## src/fpu_pkg.sv

```systemverilog
package fpu_pkg;
   // clock and timing figures
   localparam int CLK_HZ = 10_000_000;
   localparam int CYC_PER_MS = CLK_HZ / 1000;
   localparam int DB_MS = 10;
   localparam int PHASE_MS = 1000;
   localparam int SCROLL_MS = 3000;
   localparam int FAST_MS = 100;
   localparam int NET_TMO_MS = 500;
   localparam logic [2:0] SLOW_DIV = 3'h5;

   // key positions in the raw key vector
   localparam int NKEYS = 16;
   localparam int K_AI = 0;
   localparam int K_DI = 1;
   localparam int K_OUT = 2;
   localparam int K_EXT = 3;
   localparam int K_SETP = 4;
   localparam int K_ADV = 5;
   localparam int K_CNT = 6;
   localparam int K_AM = 7;
   localparam int K_UP = 8;
   localparam int K_DN = 9;
   localparam int K_SCHED = 10;
   localparam int K_CLOCK = 11;
   localparam int K_XOVR = 12;
   localparam int K_CONST = 13;
   localparam int K_EDIT = 14;
   localparam int K_ESC = 15;

   // selection and info steps
   localparam logic [2:0] SEL_FIRST = 3'h0;
   localparam logic [2:0] INFO_STATUS = 3'h0;
   localparam logic [2:0] INFO_FIRST_EVENT = 3'h2;

   // shared selection lamps (meaning depends on the scheduling lamp)
   localparam int SH_CLK_AI = 0;
   localparam int SH_EXC_OUT = 1;
   localparam int SH_START_FUNC = 2;
   localparam int SH_STOP_DI = 3;
   localparam int SH_AM = 4;

   // display character codes; 0..9 are the decimal digits
   localparam logic [4:0] CH_8 = 5'h08;
   localparam logic [4:0] CH_0 = 5'h00;
   localparam logic [4:0] CH_BLANK = 5'h0a;
   localparam logic [4:0] CH_O = 5'h0b;
   localparam logic [4:0] CH_N = 5'h0c;
   localparam logic [4:0] CH_F = 5'h0d;
   localparam logic [4:0] CH_I = 5'h0e;
   localparam logic [4:0] CH_T = 5'h0f;
   localparam logic [4:0] CH_H = 5'h10;
   localparam logic [4:0] CH_A = 5'h11;
   localparam logic [4:0] CH_L = 5'h12;
   localparam logic [4:0] CH_C = 5'h13;

   typedef enum logic [3:0] {
      MD_AI, MD_DI, MD_OUT, MD_EXT, MD_SETP, MD_CNT, MD_CONST,
      MD_SCHED, MD_CLOCK
   } fpu_mode_t;

   typedef enum logic [2:0] {
      ST_INIT, ST_VER, ST_CFG, ST_RUN, ST_HALT
   } fpu_start_t;

   typedef struct packed {
      logic [15:0] value_bcd;
      logic [15:0] thou_bcd;
      logic is_digital;
      logic digital_on;
      logic is_counter;
   } fpu_item_t;

   typedef struct packed {
      logic [7:0] day;
      logic traffic;
      logic activity;
      logic input_limit_lamp;
      logic expansion_fault_lamp;
      logic battery;
      logic const_sel;
      logic counter_sel;
      logic sched;
      logic [4:0] share;
   } fpu_lamps_t;

   typedef struct packed {
      logic inc;
      logic dec;
      logic am_toggle;
      logic ext_req;
      logic edit_enter;
      logic edit_commit;
      logic edit_abort;
   } fpu_actions_t;
endpackage

```

## src/fpu_front_panel.sv

```systemverilog
`timescale 1ns/1ps
// Contract
// - two green digits show the selected item's index
// - four red digits show values; digital items read On or Off
// - counters alternate between units and thousands
// - eight lamps show inputs, schedule days or current weekday by mode
// - traffic lamp follows data transfer; activity lamp blinks while alive
// - limit and fault lamps follow alarms; battery lamp flashes
// - scheduling lamp lit: shared lamps show clock, day, start, stop, manual
// - with scheduling lamp dark, shared lamps show category and manual
// - a schedule in extension flashes its status on the value digits
// - four open keys select input, digital, output and extension displays
// - hidden keys: setpoint, counter, constants, schedule, clock; advance
// - up raises or chooses On; down lowers or chooses Off
// - auto/manual key toggles the selected module's operation
// - extension key acts only when the selected schedule output is On
// - edit enters and commits; escape leaves and discards
// - edit, auto/manual, up and down need the service plug
// - power-up shows init with all lamps lit, then firmware version
// - stored setup number shows tag and number, then analog input one
// - analog inputs scroll every three seconds; down stops, up resumes
// - download suspends outputs with halt message; restart reruns startup
// - schedule key picks module 1, then 2 to 8 on later presses
// - schedule mode lights its lamp, module number and On/Off status
module fpu_front_panel import fpu_pkg::*; #(
   parameter int DB_CYC = DB_MS * CYC_PER_MS,
   parameter int PHASE_CYC = PHASE_MS * CYC_PER_MS,
   parameter int SCROLL_CYC = SCROLL_MS * CYC_PER_MS,
   parameter int FAST_CYC = FAST_MS * CYC_PER_MS,
   parameter int NET_TMO_CYC = NET_TMO_MS * CYC_PER_MS
) (
   input wire logic sys_clk,
   input wire logic rst,
   input wire logic [NKEYS-1:0] keys_raw,
   input wire logic service_plug,
   input wire fpu_item_t item,
   input wire logic [7:0] di_state,
   input wire logic [7:0] sched_days,
   input wire logic [2:0] weekday,
   input wire logic [7:0] sched_out_on,
   input wire logic [7:0] sched_manual,
   input wire logic [7:0] sched_ext,
   input wire logic exc_day_active,
   input wire logic ctrl_manual,
   input wire logic net_traffic,
   input wire logic net_pulse,
   input wire logic ai_alarm,
   input wire logic ext_fault,
   input wire logic battery_low,
   input wire logic download_active,
   input wire logic restart_cmd,
   input wire logic config_valid,
   input wire logic [15:0] config_num,
   input wire logic [15:0] fw_version,
   output logic [1:0][6:0] index_seg,
   output logic [3:0][6:0] value_seg,
   output fpu_lamps_t lamps,
   output fpu_actions_t act,
   output fpu_mode_t mode,
   output logic [2:0] sel,
   output logic [2:0] info_step,
   output logic edit_active,
   output logic outputs_halt
);
   fpu_start_t st_reg;
   fpu_mode_t mode_reg;
   fpu_lamps_t lamps_reg, lamps_next;
   logic [NKEYS-1:0] press, p;
   logic [31:0] phase_cnt_reg, scroll_cnt_reg, fast_cnt_reg, net_cnt_reg;
   logic [2:0] sel_reg, info_reg, slow_cnt_reg;
   logic edit_reg, scroll_reg, fast_ph_reg, slow_ph_reg;
   logic run, phase_done, boot_done, scroll_step, mode_hit;
   fpu_mode_t mode_key;
   logic [5:0][4:0] chars;

   fpu_debounce #(.N(NKEYS), .DB_CYC(DB_CYC)) u_db (
      .sys_clk(sys_clk),
      .rst(rst),
      .raw(keys_raw),
      .press(press)
   );

   fpu_seg_enc #(.N(6)) u_enc (
      .sys_clk(sys_clk),
      .rst(rst),
      .chars(chars),
      .segs({index_seg, value_seg})
   );

   // keys count only once startup has finished and no download runs
   assign run = (st_reg == ST_RUN);
   assign p = press & {NKEYS{run}};
   assign phase_done = (phase_cnt_reg == 32'(PHASE_CYC - 1));
   assign boot_done = phase_done && ((st_reg == ST_CFG) ||
                      (st_reg == ST_VER && !config_valid));

   // startup sequence; a download overrides every other state
   always_ff @(posedge sys_clk or posedge rst) begin
      if (rst) begin
         st_reg <= ST_INIT;
      end else if (download_active) begin
         st_reg <= ST_HALT;
      end else begin
         unique case (st_reg)
            ST_INIT: if (phase_done) st_reg <= ST_VER;
            ST_VER: if (phase_done) st_reg <= config_valid ? ST_CFG : ST_RUN;
            ST_CFG: if (phase_done) st_reg <= ST_RUN;
            ST_RUN: st_reg <= ST_RUN;
            ST_HALT: if (restart_cmd) st_reg <= ST_INIT;
         endcase
      end
   end

   // per-phase hold timer, restarted on every state change
   always_ff @(posedge sys_clk or posedge rst) begin
      if (rst) begin
         phase_cnt_reg <= '0;
      end else if (run || st_reg == ST_HALT || phase_done ||
                   download_active) begin
         phase_cnt_reg <= '0;
      end else begin
         phase_cnt_reg <= phase_cnt_reg + 32'h1;
      end
   end

   // blink sources: fast for activity, slow for flashing and alternation
   always_ff @(posedge sys_clk or posedge rst) begin
      if (rst) begin
         fast_cnt_reg <= '0;
         fast_ph_reg <= 1'b0;
         slow_cnt_reg <= 3'h0;
         slow_ph_reg <= 1'b0;
      end else if (fast_cnt_reg == 32'(FAST_CYC - 1)) begin
         fast_cnt_reg <= '0;
         fast_ph_reg <= ~fast_ph_reg;
         if (slow_cnt_reg == SLOW_DIV - 3'h1) begin
            slow_cnt_reg <= 3'h0;
            slow_ph_reg <= ~slow_ph_reg;
         end else begin
            slow_cnt_reg <= slow_cnt_reg + 3'h1;
         end
      end else begin
         fast_cnt_reg <= fast_cnt_reg + 32'h1;
      end
   end

   // network liveness: lamp stays dark once pulses stop for the timeout
   always_ff @(posedge sys_clk or posedge rst) begin
      if (rst) begin
         net_cnt_reg <= '0;
      end else if (net_pulse) begin
         net_cnt_reg <= 32'(NET_TMO_CYC);
      end else if (net_cnt_reg != '0) begin
         net_cnt_reg <= net_cnt_reg - 32'h1;
      end
   end

   // display-mode keys
   always_comb begin
      mode_hit = 1'b1;
      mode_key = mode_reg;
      if (p[K_AI]) mode_key = MD_AI;
      else if (p[K_DI]) mode_key = MD_DI;
      else if (p[K_OUT]) mode_key = MD_OUT;
      else if (p[K_EXT]) mode_key = MD_EXT;
      else if (p[K_SETP]) mode_key = MD_SETP;
      else if (p[K_CNT]) mode_key = MD_CNT;
      else if (p[K_CONST]) mode_key = MD_CONST;
      else if (p[K_SCHED]) mode_key = MD_SCHED;
      else if (p[K_CLOCK]) mode_key = MD_CLOCK;
      else mode_hit = 1'b0;
   end

   // mode, item and info step; same mode key again steps the item
   always_ff @(posedge sys_clk or posedge rst) begin
      if (rst) begin
         mode_reg <= MD_AI;
         sel_reg <= SEL_FIRST;
         info_reg <= INFO_STATUS;
      end else if (boot_done) begin
         mode_reg <= MD_AI;
         sel_reg <= SEL_FIRST;
         info_reg <= INFO_STATUS;
      end else if (mode_hit) begin
         mode_reg <= mode_key;
         info_reg <= INFO_STATUS;
         sel_reg <= (mode_key == mode_reg) ? sel_reg + 3'h1 : SEL_FIRST;
      end else if (scroll_step) begin
         sel_reg <= sel_reg + 3'h1;
      end else if (p[K_ADV]) begin
         info_reg <= info_reg + 3'h1;
      end
   end

   // analog input scrolling after startup
   assign scroll_step = run && scroll_reg && mode_reg == MD_AI &&
                        scroll_cnt_reg == 32'(SCROLL_CYC - 1);
   always_ff @(posedge sys_clk or posedge rst) begin
      if (rst) begin
         scroll_reg <= 1'b0;
         scroll_cnt_reg <= '0;
      end else begin
         if (boot_done) begin
            scroll_reg <= 1'b1;
         end else if (mode_hit || (scroll_reg && p[K_DN])) begin
            scroll_reg <= 1'b0;
         end else if (p[K_UP] && mode_reg == MD_AI && !edit_reg) begin
            scroll_reg <= 1'b1;
         end
         if (!scroll_reg || scroll_step || mode_hit) begin
            scroll_cnt_reg <= '0;
         end else begin
            scroll_cnt_reg <= scroll_cnt_reg + 32'h1;
         end
      end
   end

   // edit mode; a mode key, escape or losing the run state drops it
   always_ff @(posedge sys_clk or posedge rst) begin
      if (rst) begin
         edit_reg <= 1'b0;
      end else if (!run || mode_hit || p[K_ESC]) begin
         edit_reg <= 1'b0;
      end else if (p[K_EDIT] && service_plug) begin
         edit_reg <= ~edit_reg;
      end
   end

   // one-cycle action strobes towards the controller data
   always_comb begin
      act = '0;
      // up/down steer the scroll while it owns the analog display
      if (service_plug && !(mode_reg == MD_AI && !edit_reg)) begin
         act.inc = p[K_UP];
         act.dec = p[K_DN];
      end
      act.am_toggle = p[K_AM] && service_plug && (mode_reg == MD_OUT ||
                      mode_reg == MD_SETP || mode_reg == MD_SCHED);
      act.ext_req = p[K_XOVR] && mode_reg == MD_SCHED &&
                    sched_out_on[sel_reg];
      act.edit_enter = p[K_EDIT] && service_plug && !edit_reg;
      act.edit_commit = p[K_EDIT] && service_plug && edit_reg;
      act.edit_abort = p[K_ESC] && edit_reg;
   end

   // character selection for the index and value digits
   always_comb begin
      chars = {6{CH_BLANK}};
      unique case (st_reg)
         ST_INIT: chars = {CH_8, CH_8, CH_I, CH_N, CH_I, CH_T};
         ST_VER: begin
            for (int d = 0; d < 4; d++)
               chars[d] = {1'b0, fw_version[4*d +: 4]};
         end
         ST_CFG: begin
            chars[5] = CH_C;
            chars[4] = CH_F;
            for (int d = 0; d < 4; d++)
               chars[d] = {1'b0, config_num[4*d +: 4]};
         end
         ST_HALT: chars[3:0] = {CH_H, CH_A, CH_L, CH_T};
         ST_RUN: begin
            chars[5] = CH_0;
            chars[4] = {2'h0, sel_reg} + 5'h01;
            for (int d = 0; d < 4; d++) begin
               // counters alternate units and thousands on the slow beat
               chars[d] = {1'b0, (item.is_counter && slow_ph_reg) ?
                  item.thou_bcd[4*d +: 4] : item.value_bcd[4*d +: 4]};
            end
            if ((mode_reg == MD_SCHED && info_reg == INFO_STATUS) ||
                (mode_reg != MD_CLOCK && item.is_digital)) begin
               if ((mode_reg == MD_SCHED) ? sched_out_on[sel_reg]
                                          : item.digital_on) begin
                  chars[3:0] = {CH_BLANK, CH_BLANK, CH_O, CH_N};
               end else begin
                  chars[3:0] = {CH_BLANK, CH_O, CH_F, CH_F};
               end
               if (mode_reg == MD_SCHED && sched_ext[sel_reg] &&
                   !slow_ph_reg) begin
                  chars[3:0] = {4{CH_BLANK}};
               end
            end
         end
      endcase
   end

   // lamp image, registered before it reaches the pins
   always_comb begin
      lamps_next = '0;
      lamps_next.traffic = net_traffic;
      lamps_next.activity = (net_cnt_reg != '0) && fast_ph_reg;
      lamps_next.input_limit_lamp = ai_alarm;
      lamps_next.expansion_fault_lamp = ext_fault;
      lamps_next.battery = battery_low && slow_ph_reg;
      if (run) begin
         lamps_next.const_sel = (mode_reg == MD_CONST);
         lamps_next.counter_sel = (mode_reg == MD_CNT);
         lamps_next.sched = (mode_reg == MD_SCHED ||
                             mode_reg == MD_CLOCK);
         if (mode_reg == MD_SCHED) begin
            lamps_next.day = sched_days;
         end else if (mode_reg == MD_CLOCK) begin
            lamps_next.day = 8'h01 << weekday;
         end else begin
            lamps_next.day = di_state;
         end
         if (lamps_next.sched) begin
            lamps_next.share[SH_CLK_AI] = (mode_reg == MD_CLOCK);
            lamps_next.share[SH_EXC_OUT] = exc_day_active;
            lamps_next.share[SH_START_FUNC] = mode_reg == MD_SCHED &&
               info_reg >= INFO_FIRST_EVENT && !info_reg[0];
            lamps_next.share[SH_STOP_DI] = mode_reg == MD_SCHED &&
               info_reg >= INFO_FIRST_EVENT && info_reg[0];
            // steady for this module, flashing when another is manual
            lamps_next.share[SH_AM] = sched_manual[sel_reg] ||
               (|sched_manual && slow_ph_reg);
         end else begin
            lamps_next.share[SH_CLK_AI] = (mode_reg == MD_AI);
            lamps_next.share[SH_EXC_OUT] = (mode_reg == MD_OUT);
            lamps_next.share[SH_START_FUNC] = (mode_reg == MD_SETP);
            lamps_next.share[SH_STOP_DI] = (mode_reg == MD_DI ||
                                            mode_reg == MD_CNT);
            lamps_next.share[SH_AM] = ctrl_manual;
         end
      end
      if (st_reg == ST_INIT) begin
         lamps_next = '1;
      end
   end

   always_ff @(posedge sys_clk or posedge rst) begin
      if (rst) begin
         lamps_reg <= '0;
      end else begin
         lamps_reg <= lamps_next;
      end
   end

   assign lamps = lamps_reg;
   assign mode = mode_reg;
   assign sel = sel_reg;
   assign info_step = info_reg;
   assign edit_active = edit_reg;
   assign outputs_halt = (st_reg == ST_HALT);
endmodule // fpu_front_panel

```

## src/fpu_debounce.sv

```systemverilog
`timescale 1ns/1ps
module fpu_debounce import fpu_pkg::*; #(
   parameter int N = NKEYS,
   parameter int DB_CYC = DB_MS * CYC_PER_MS
) (
   input wire logic sys_clk,
   input wire logic rst,
   input wire logic [N-1:0] raw,
   output logic [N-1:0] press
);
   localparam int CW = $clog2(DB_CYC + 1);

   // one filter per key; a level must hold DB_CYC cycles to count
   for (genvar k = 0; k < N; k++) begin : g_key
      logic [CW-1:0] cnt_reg;
      logic stable_reg;
      always_ff @(posedge sys_clk or posedge rst) begin
         if (rst) begin
            cnt_reg <= '0;
            stable_reg <= 1'b0;
            press[k] <= 1'b0;
         end else begin
            press[k] <= 1'b0;
            if (raw[k] == stable_reg) begin
               cnt_reg <= '0;
            end else if (cnt_reg == CW'(DB_CYC - 1)) begin
               cnt_reg <= '0;
               stable_reg <= raw[k];
               press[k] <= raw[k];
            end else begin
               cnt_reg <= cnt_reg + 1'b1;
            end
         end
      end
   end
endmodule // fpu_debounce

```

## src/fpu_seg_enc.sv

```systemverilog
`timescale 1ns/1ps
module fpu_seg_enc import fpu_pkg::*; #(
   parameter int N = 6
) (
   input wire logic sys_clk,
   input wire logic rst,
   input wire logic [N-1:0][4:0] chars,
   output logic [N-1:0][6:0] segs
);
   // gfedcba, active high; unknown codes show blank
   function automatic logic [6:0] seg_of(input logic [4:0] c);
      case (c)
         5'h00: seg_of = 7'h3f;
         5'h01: seg_of = 7'h06;
         5'h02: seg_of = 7'h5b;
         5'h03: seg_of = 7'h4f;
         5'h04: seg_of = 7'h66;
         5'h05: seg_of = 7'h6d;
         5'h06: seg_of = 7'h7d;
         5'h07: seg_of = 7'h07;
         5'h08: seg_of = 7'h7f;
         5'h09: seg_of = 7'h6f;
         CH_O: seg_of = 7'h5c;
         CH_N: seg_of = 7'h54;
         CH_F: seg_of = 7'h71;
         CH_I: seg_of = 7'h10;
         CH_T: seg_of = 7'h78;
         CH_H: seg_of = 7'h76;
         CH_A: seg_of = 7'h77;
         CH_L: seg_of = 7'h38;
         CH_C: seg_of = 7'h39;
         default: seg_of = 7'h00;
      endcase
   endfunction

   // registered so the digit drivers never see decode glitches
   for (genvar d = 0; d < N; d++) begin : g_dig
      always_ff @(posedge sys_clk or posedge rst) begin
         if (rst) begin
            segs[d] <= 7'h00;
         end else begin
            segs[d] <= seg_of(chars[d]);
         end
      end
   end
endmodule // fpu_seg_enc

```

## config.mk

```make
export PLATFORM = sky130hd
export DESIGN_NAME = fpu_front_panel
export DESIGN_NICKNAME = d
export VERILOG_FILES = /design/src/fpu_pkg.sv /design/src/fpu_front_panel.sv /design/src/fpu_debounce.sv /design/src/fpu_seg_enc.sv
export SDC_FILE = /design/constraint.sdc
export NUM_CORES = 1
export LEC_CHECK = 0
export ABC_CLOCK_PERIOD_IN_PS = 17300
export BUFFER_PORTS_ARGS = -buffer_cell sky130_fd_sc_hd__buf_2
export CORE_MARGIN = 2
export CORE_UTILIZATION = 55
export CTS_CLUSTER_SIZE = 25
export DETAILED_ROUTE_END_ITERATION = 12
export PLACE_DENSITY = 0.82
export SYNTH_ARGS = -nofsm -noshare
export SYNTH_HDL_FRONTEND = slang
export SYNTH_SLANG_ARGS = --single-unit
```

## constraint.sdc

```tcl
create_clock -name sys_clk -period 17.3 [get_ports sys_clk]
set_input_delay 1.73 -clock sys_clk [delete_from_list [all_inputs] [get_ports sys_clk]]
set_output_delay 1.73 -clock sys_clk [all_outputs]
set_load 0.01 [all_outputs]
```

==> summary.md, run 1 <==
| Metric | Value |
|---|---|
| Tcrit/Tclk final | 27.8% |
| Worst hold path startpoint | u_db.press[15]$_DFF_PP0_ |
| Unrepaired setup endpoints after global routing | no |
| Core Util, Final | between 60% and 70% |
| Initial drt markers | 2,043 |
| Post-route cell area | between 0.02 and 0.03 mm2 |
| Syn Nets | about 2,900 |
| Leakage | between 0.01 and 0.015 uW |
| Hold crit path type | reg -> reg |
| Final HPWL DP | about 42,000 um |
| Final total power | about 2700 uW |
| Final Hold Viols | 0 |
| Initial Util | between 50 and 60% |
| Nets | ~3,100 |
| CTS buffer count | 51 |
| Most used DFF post-synth | dfrtp_1 |
| Data arrival time of the critical path | just over 3000 ps |
| Synth Cell Area | 0.0258 mm2 |
| Startpoint types | flip-flop |
| Worst Hold Path Cells | 1 |
| CTS tree | built |
| Initial antenna violation count | 5 |
| Initial DRT Pass Iterations | 7 |
| Most frequent cells in the layout | dfrtp_1, nor2_1, buf_2 |
| H-tree Lvls | 2 |
| Setup Skew | roughly 20 ps |
| Sequential area share after synthesis | 49.6% |
| Total track usage | between 20% and 30% |
| F_max | around 210 MHz |
| Post-CTS setup buffer count | 0 |
| Max-cap violations | 0 |
| Max VDD drop | 0.0000693 V |
| Placed cell area | approximately 0.027 mm2 |
| Largest register FFs | between 200 and 300 |
| Worst path bufs/invs | 2 |
| Antenna Nets Post-Route | 0 |
| Largest net degree at the start of global routing | between 100 and 150 |
| Port bufs | between 200 and 250 |
| WS Path Type | reg -> out |
| Worst flop-to-flop path endpoint | u_enc.segs[3]$_DFF_PP0_ |
| Worst Hold Endpoint | edit_active$_DFFE_PP0P_ |
| Post-Syn Instances | between 2,000 and 3,000 |
| R2R depth | 10 |
| FP Rows | 79 |
| Post-route setup TNS | 0 ps |
| Vias in the first global route | just over 20,000 |
| Slew Limit Fails | 0 |
| CP required | between 15,000 and 20,000 ps |
| Slowest cell on the critical path | dfrtp_1 |
| First-pass GRT wire length | about 100,000 um |
| CP peak stage delay | 1090 ps |
| GPL Wtd Cong | about 0.92 |
| Area Overhead vs Synth | 13.8% |
| Die height | around 220 um |
| Dpl ws | about 13,000 ps |
| Total core area | 0.0465 mm2 |
| Clk buf depth | 3 |
| Post-cts resize count | 0 |
| Status | complete, no violations |
| #FFs+latches synth | 512 |
| Final wirelength | 62,700 um |
| Clock transition at path regs | about 70 ps |
| Post-DR vias/cell | ~5.7 |
| Clk root buf | clkbuf_16 |
| Delay-heaviest family, CP | flip-flops |
| Yosys warns | 0 |
| Post-synth EDFFs | 0 |
| Setup crit end kind | output port |
| R2r setup slk | 13,310 ps |
| Post-synthesis cell type count | 76 |
| Share of layout cells above drive strength 1 | between 10 and 15% |
| Final critical-path required period | 4800 ps |
| Slew headroom | 18.6% |
| Die Wd | ~220 um |
| Most common cell after layout, fill and taps aside | dfrtp_1 |
| Pwr per Cell Area | about 93 mW/mm2 |
| Io pins | around 220 |
| Fill cells | ~3,500 |
| Clock Sinks | 512 |
| FF-to-FF Start | mode[3]$_DFFE_PP0P_ |
| Avg Inst Size Synth | ~9.6 um2 |
| Skew-Pair Late Insertion Delay | about 600 ps |
| CTS Hold Buffers Added | 0 |
| Actual slew at the worst max-slew pin | approximately 1200 ps |
| Final WS setup | roughly 12,000 ps |
| Total gr overflow | 0 |
| Post-route DRC | 0 |
| Worst Path Max Fanout | 29 |
| Die area | between 0.04 and 0.05 mm2 |
| Setup violations, final | 0 |
| Routed via count | 20,300 |
| Cells along the critical path | nand2b_1, or2_2, clkinv_1, buf_2 |
| Routed WL per cell | approximately 18 um |
| Async SR Flop Fraction | between 90% and 100% |
[power breakdown]
group / switching [uW] / internal (uW)
registers: 33.4 / 1240
clock network: 470 / 776
logic: 141 / 77.4
total: 644 / 2090
[Yosys cell counts, types with 31 or more instances]
| cell type | instances | area [um2] |
|---|---|---|
| ha_1 | 61 | 763 |
| o21ai_0 | 75 | 375 |
| nand2b_1 | 35 | 219 |
| nor4_1 | 34 | 213 |
| nand2_1 | 203 | 762 |
| and4_1 | 31 | 272 |
| nand3_1 | 192 | 961 |
| inv_1 | 76 | 285 |
| xor2_1 | 211 | 1850 |
| a21oi_1 | 70 | 350 |
| xnor2_1 | 145 | 1270 |
| dfrtp_1 | 512 | 12800 |
| nor2_1 | 467 | 1750 |
| clkbuf_1 | 61 | 229 |
| and3_1 | 65 | 407 |
| nand4_1 | 68 | 425 |
| nor3_1 | 77 | 385 |
[worst max path at each step]
stage                                      from                      end  depth (start not counted)
after floorplan                             rst  edit_active$_DFFE_PP0P_                          1
after global placement          sched_out_on[3]                   act[3]                          5
after detailed placement        sched_out_on[3]                   act[3]                          5
after CTS                 st_reg[2]$_DFFE_PP0P_             outputs_halt                          4
after global routing      st_reg[2]$_DFFE_PP0P_             outputs_halt                          4
final                     st_reg[2]$_DFFE_PP0P_             outputs_halt                          4
[through the flow]
step	hold WS, ps	std cells
finish	451	3537
detailed placement	448	3441
floorplan	400	2677
global placement	430	3441
global route	481	3535
CTS	451	3535
[per-layer routing]
layer  vias up  wire [um]  global-route usage [%]
met4         2       3070                    12.2
met1      9847      25100                    31.4
li1       9632          -                       -
met5         -         13                       0
met2       667      29800                    43.9
met3       181       4640                    6.47
[layout make-up]
type | count | area [um2] | share of cell area, %
Tap cell | 607 | 759 | 2.59
Multi-Input combinational cell | 2012 | 12400 | 42.2
Sequential cell | 512 | 12800 | 43.6
Timing Repair Buffer | 232 | 1190 | 4.06
Clock inverter | 25 | 435 | 1.48
Inverter | 78 | 300 | 1.02
Clock buffer | 69 | 1480 | 5.03
Antenna cell | 2 | 5.00 | 0.0170
[worst reg2reg max path, stage by stage (launching register included)]
cell	delay (ps)
dfrtp_1	950
or4b_1	790
a2bb2oi_4	450
nor2_2	100
and3_4	240
a2111oi_4	570
inv_2	130
ha_1	250
nand2_1	100
a21boi_0	190
mux2_2	180
[logic make-up (layout without fill, tap and decap cells)]
group           Yosys count  after routing  share of synthesized area [%]
simple gates           1300           1300                           24.6
flops                   512            512                           49.6
xor+xnor                356            356                           12.1
compound gates          245            245                           5.99
buf+inv                 153            404                           2.36
fa+ha+maj                61             61                           2.96
mux                      50             50                           2.32
other cells               0              2                              0
Note: power is estimated with default switching activity, not from simulation.
==> inputs of run 2 (changes only) <==
ABC_AREA = 1   (was not set)
ABC_CLOCK_PERIOD_IN_PS = 4200   (was 17300)
PLACE_DENSITY = 0.85   (was 0.82)
clock period = 4.2 ns   (was 17.3 ns; I/O delays follow)
==> run 2 against run 1 <==
Against the previous run: clock skew increased by 10 ps; clock-buffer cell count is 7 higher; sequential power rose to 4.1 times the previous value; flip-flop and latch count did not move; largest power group unchanged.
==> summary.md, run 2 <==
| Metric | Value |
|---|---|
| Simple-gate share of the synthesized area | between 20% and 30% |
| F_max | 313 MHz |
| Hold crit path type | in -> async |
| Die Wd | 228 um |
| Final Hold Viols | 0 |
| Slew Limit Fails | 0 |
| Io pins | around 220 |
| Skew-Pair Late Insertion Delay | 630 ps |
| Routed WL per cell | about 16 um |
| Yosys warns | 0 |
| Seq pwr share | roughly 45% |
| Port bufs | 220 |
| Final wirelength | approximately 70,000 um |
| Placed cell area | 0.0295 mm2 |
| Syn Nets | ~3,600 |
| R2r setup slk | roughly 1200 ps |
| H-tree Lvls | 2 |
| Total gr overflow | 0 |
| Status | complete, no violations |
| Combinational share of power | roughly 11% |
| Post-route cell area | roughly 0.032 mm2 |
| Antenna Nets Post-Route | 0 |
| Die height | ~230 um |
| Top cell type's share of synthesized area | 46.4% |
| Area Overhead vs Synth | 14.1% |
| Initial Util | between 50 and 60% |
| Total core area | 0.0499 mm2 |
| Synth cell count leaders | nand2_1, dfrtp_1, nor2_1 |
| Post-route setup TNS | 0 ps |
| Setup Skew | between 20 and 30 ps |
| Most common cell after layout, fill and taps aside | nand2_1 |
| R2R depth | 15 |
| GPL Wtd Cong | slightly below 1 |
| Pwr per Cell Area | roughly 370 mW/mm2 |
| Clock transition at path regs | about 60 ps |
| First-pass GRT wire length | 115,000 um |
| Nets | roughly 3,900 |
| Post-route DRC | 0 |
| Most frequent cells in the layout | nand2_1, dfrtp_1, nor2_1 |
| Post-synthesis xor/xnor area fraction | 3.39% |
| Clock network fraction of total power | a little over two fifths |
| Data arrival time of the critical path | ~2800 ps |
| Post-Syn Instances | ~3,400 |
| Startpoint types | flip-flop |
| Worst Path Max Fanout | 16 |
| Max-cap violations | 0 |
| Final HPWL DP | 51,500 um |
| Hold slack final | 2.81 ps |
| Mux contribution to synthesized area | 0.149% |
| Largest net degree at the start of global routing | 89 |
| Internal power | between 8000 and 9000 uW |
| Setup violations, final | 0 |
| CTS tree | built |
| Sw Ratio | approximately a quarter |
| Clk buf depth | 3 |
| Clk root buf | clkbuf_16 |
| Post-synthesis cell type count | 70 |
| Tcrit/Tclk final | roughly 76% |
| Sequential area share after synthesis | 46.4% |
| Post-synth top area cell | dfrtp_1 |
| Clock Sinks | just over 500 |
| Avg Inst Size Synth | between 8 and 9 um2 |
| Net Switching | between 3000 and 4000 uW |
| Unrepaired setup endpoints after global routing | no |
| Initial DRT Pass Iterations | 6 |
| Largest register FFs | ~270 |
| Slew headroom | 36.2% |
| CTS buffer count | 53 |
| Post-CTS setup buffer count | 0 |
| FF-to-FF Start | sel[0]$_DFFE_PP0P_ |
| Actual slew at the worst max-slew pin | between 900 and 1000 ps |
| Final Non-Filler Cells | roughly 4,400 |
| Vias in the first global route | 23,300 |
| Die area | 0.0520 mm2 |
| WS Path Type | reg -> out |
| Setup crit end kind | output port |
| Worst flop-to-flop path endpoint | u_enc.segs[3]$_DFF_PP0_ |
| Synth Area in Compound Gates | approximately a tenth |
| Combinational family with the most area after synthesis | simple AND/OR/NAND/NOR gates |
| Most numerous cell in the Yosys netlist | nand2_1 |
| Async SR Flop Fraction | 100% |
| Fill cells | around 4,200 |
| FP Rows | between 80 and 90 |
| Final critical-path required period | 3190 ps |
| Post-synth EDFFs | 0 |
| Routed via count | roughly 24,000 |
| Max VDD drop | between 0.0002 and 0.0003 V |
| #FFs+latches synth | around 510 |
| Synth Area in Adders | approximately 2.8% |
| Synth Cell Area | between 0.02 and 0.03 mm2 |
| Share of layout cells above drive strength 1 | roughly an eighth |
| Initial drt markers | approximately 1,900 |
| DP Cell Count | 4,301 |
| Post-DR vias/cell | between 5 and 6 |
| Ranking of synthesized cells by area | dfrtp_1, nand2_1, nor2_1 |
| CP required | around 3800 ps |
| Initial antenna violation count | 9 |
| Total track usage | a little over a quarter |
| Leakage | roughly 0.014 uW |
| Most used DFF post-synth | dfrtp_1 |
## run 2: power by group through the flow
stage                     Combinational (uW)  Sequential (uW)  Clock, uW
after floorplan                          762             5400          0
after global placement                  1290             5350          0
after detailed placement                1310             5350          0
after CTS                               1320             5270       5280
after global routing                    1470             5290       5490
final                                   1320             5270       5190
## run 2: cell families after synthesis
| family | Yosys count |
|---|---|
| compound gates | 464 |
| xor+xnor | 107 |
| fa+ha+maj | 61 |
| buf+inv | 549 |
| flops | 512 |
| mux | 4 |
| simple gates | 1737 |
## run 2: area by class of cell
class | count | area (um2) | area share, %
clock inverter | 23 | 425 | 1.35
multi-input combinational | 2373 | 12600 | 40.1
sequential | 512 | 12800 | 40.7
inverter | 508 | 1920 | 6.11
tap | 672 | 841 | 2.67
clock buffer | 76 | 1530 | 4.86
antenna | 5 | 12.5 | 0.0397
timing repair buffer | 239 | 1330 | 4.21
## run 2: worst max-delay path by stage
stage | depth (start not counted) | end | slack (ps) | from
6_report | 7 | act[3] | 1010 | st_reg[1]$_DFFE_PP0P_
4_1_cts | 7 | act[3] | 1040 | st_reg[1]$_DFFE_PP0P_
5_1_grt | 15 | u_enc.segs[3]$_DFF_PP0_ | 830 | sel[0]$_DFFE_PP0P_
2_1_floorplan | 1 | edit_active$_DFFE_PP0P_ | -3170 | rst
3_5_place_dp | 15 | u_enc.segs[3]$_DFF_PP0_ | 1190 | sel[0]$_DFFE_PP0P_
3_3_place_gp | 6 | u_enc.segs[28]$_DFF_PP0_ | 1280 | sel[0]$_DFFE_PP0P_
## run 2: critical path: stages (launching register included)
cell and delay [ps]:
dfrtp_1 450, nand2_2 160, nor2_4 390, buf_4 310, buf_4 280, nand2_1 80
nor2_1 290, buf_2 210
## run 2: what timing repair did
item	CTS	global route
hold endpoints to repair	3	0
resized for setup	0	0
endpoints found under the setup margin	0	0
hold buffers	3	0
## run 2: routing by layer
| metal | GRT usage, % | vias up | share of wire [%] |
|---|---|---|---|
| met5 | 0 | - | 0.076 |
| met2 | 44.8 | 781 | 47 |
| met3 | 5.35 | 140 | 7.2 |
| li1 | - | 11800 | - |
| met1 | 35.3 | 11400 | 43 |
| met4 | 8.74 | 8 | 3.0 |
## run 2: metrics by stage
| step | total power, uW | setup WS, ps | utilization, % |
|---|---|---|---|
| 3_3_place_gp | 6640 | 1280 | 59.2 |
| 4_1_cts | 11900 | 1040 | 63.2 |
| 5_1_grt | 12200 | 826 | 63.2 |
| 6_report | 11800 | 1010 | 63.2 |
| 3_5_place_dp | 6660 | 1190 | 59.2 |
| 2_1_floorplan | 6170 | -3170 | - |
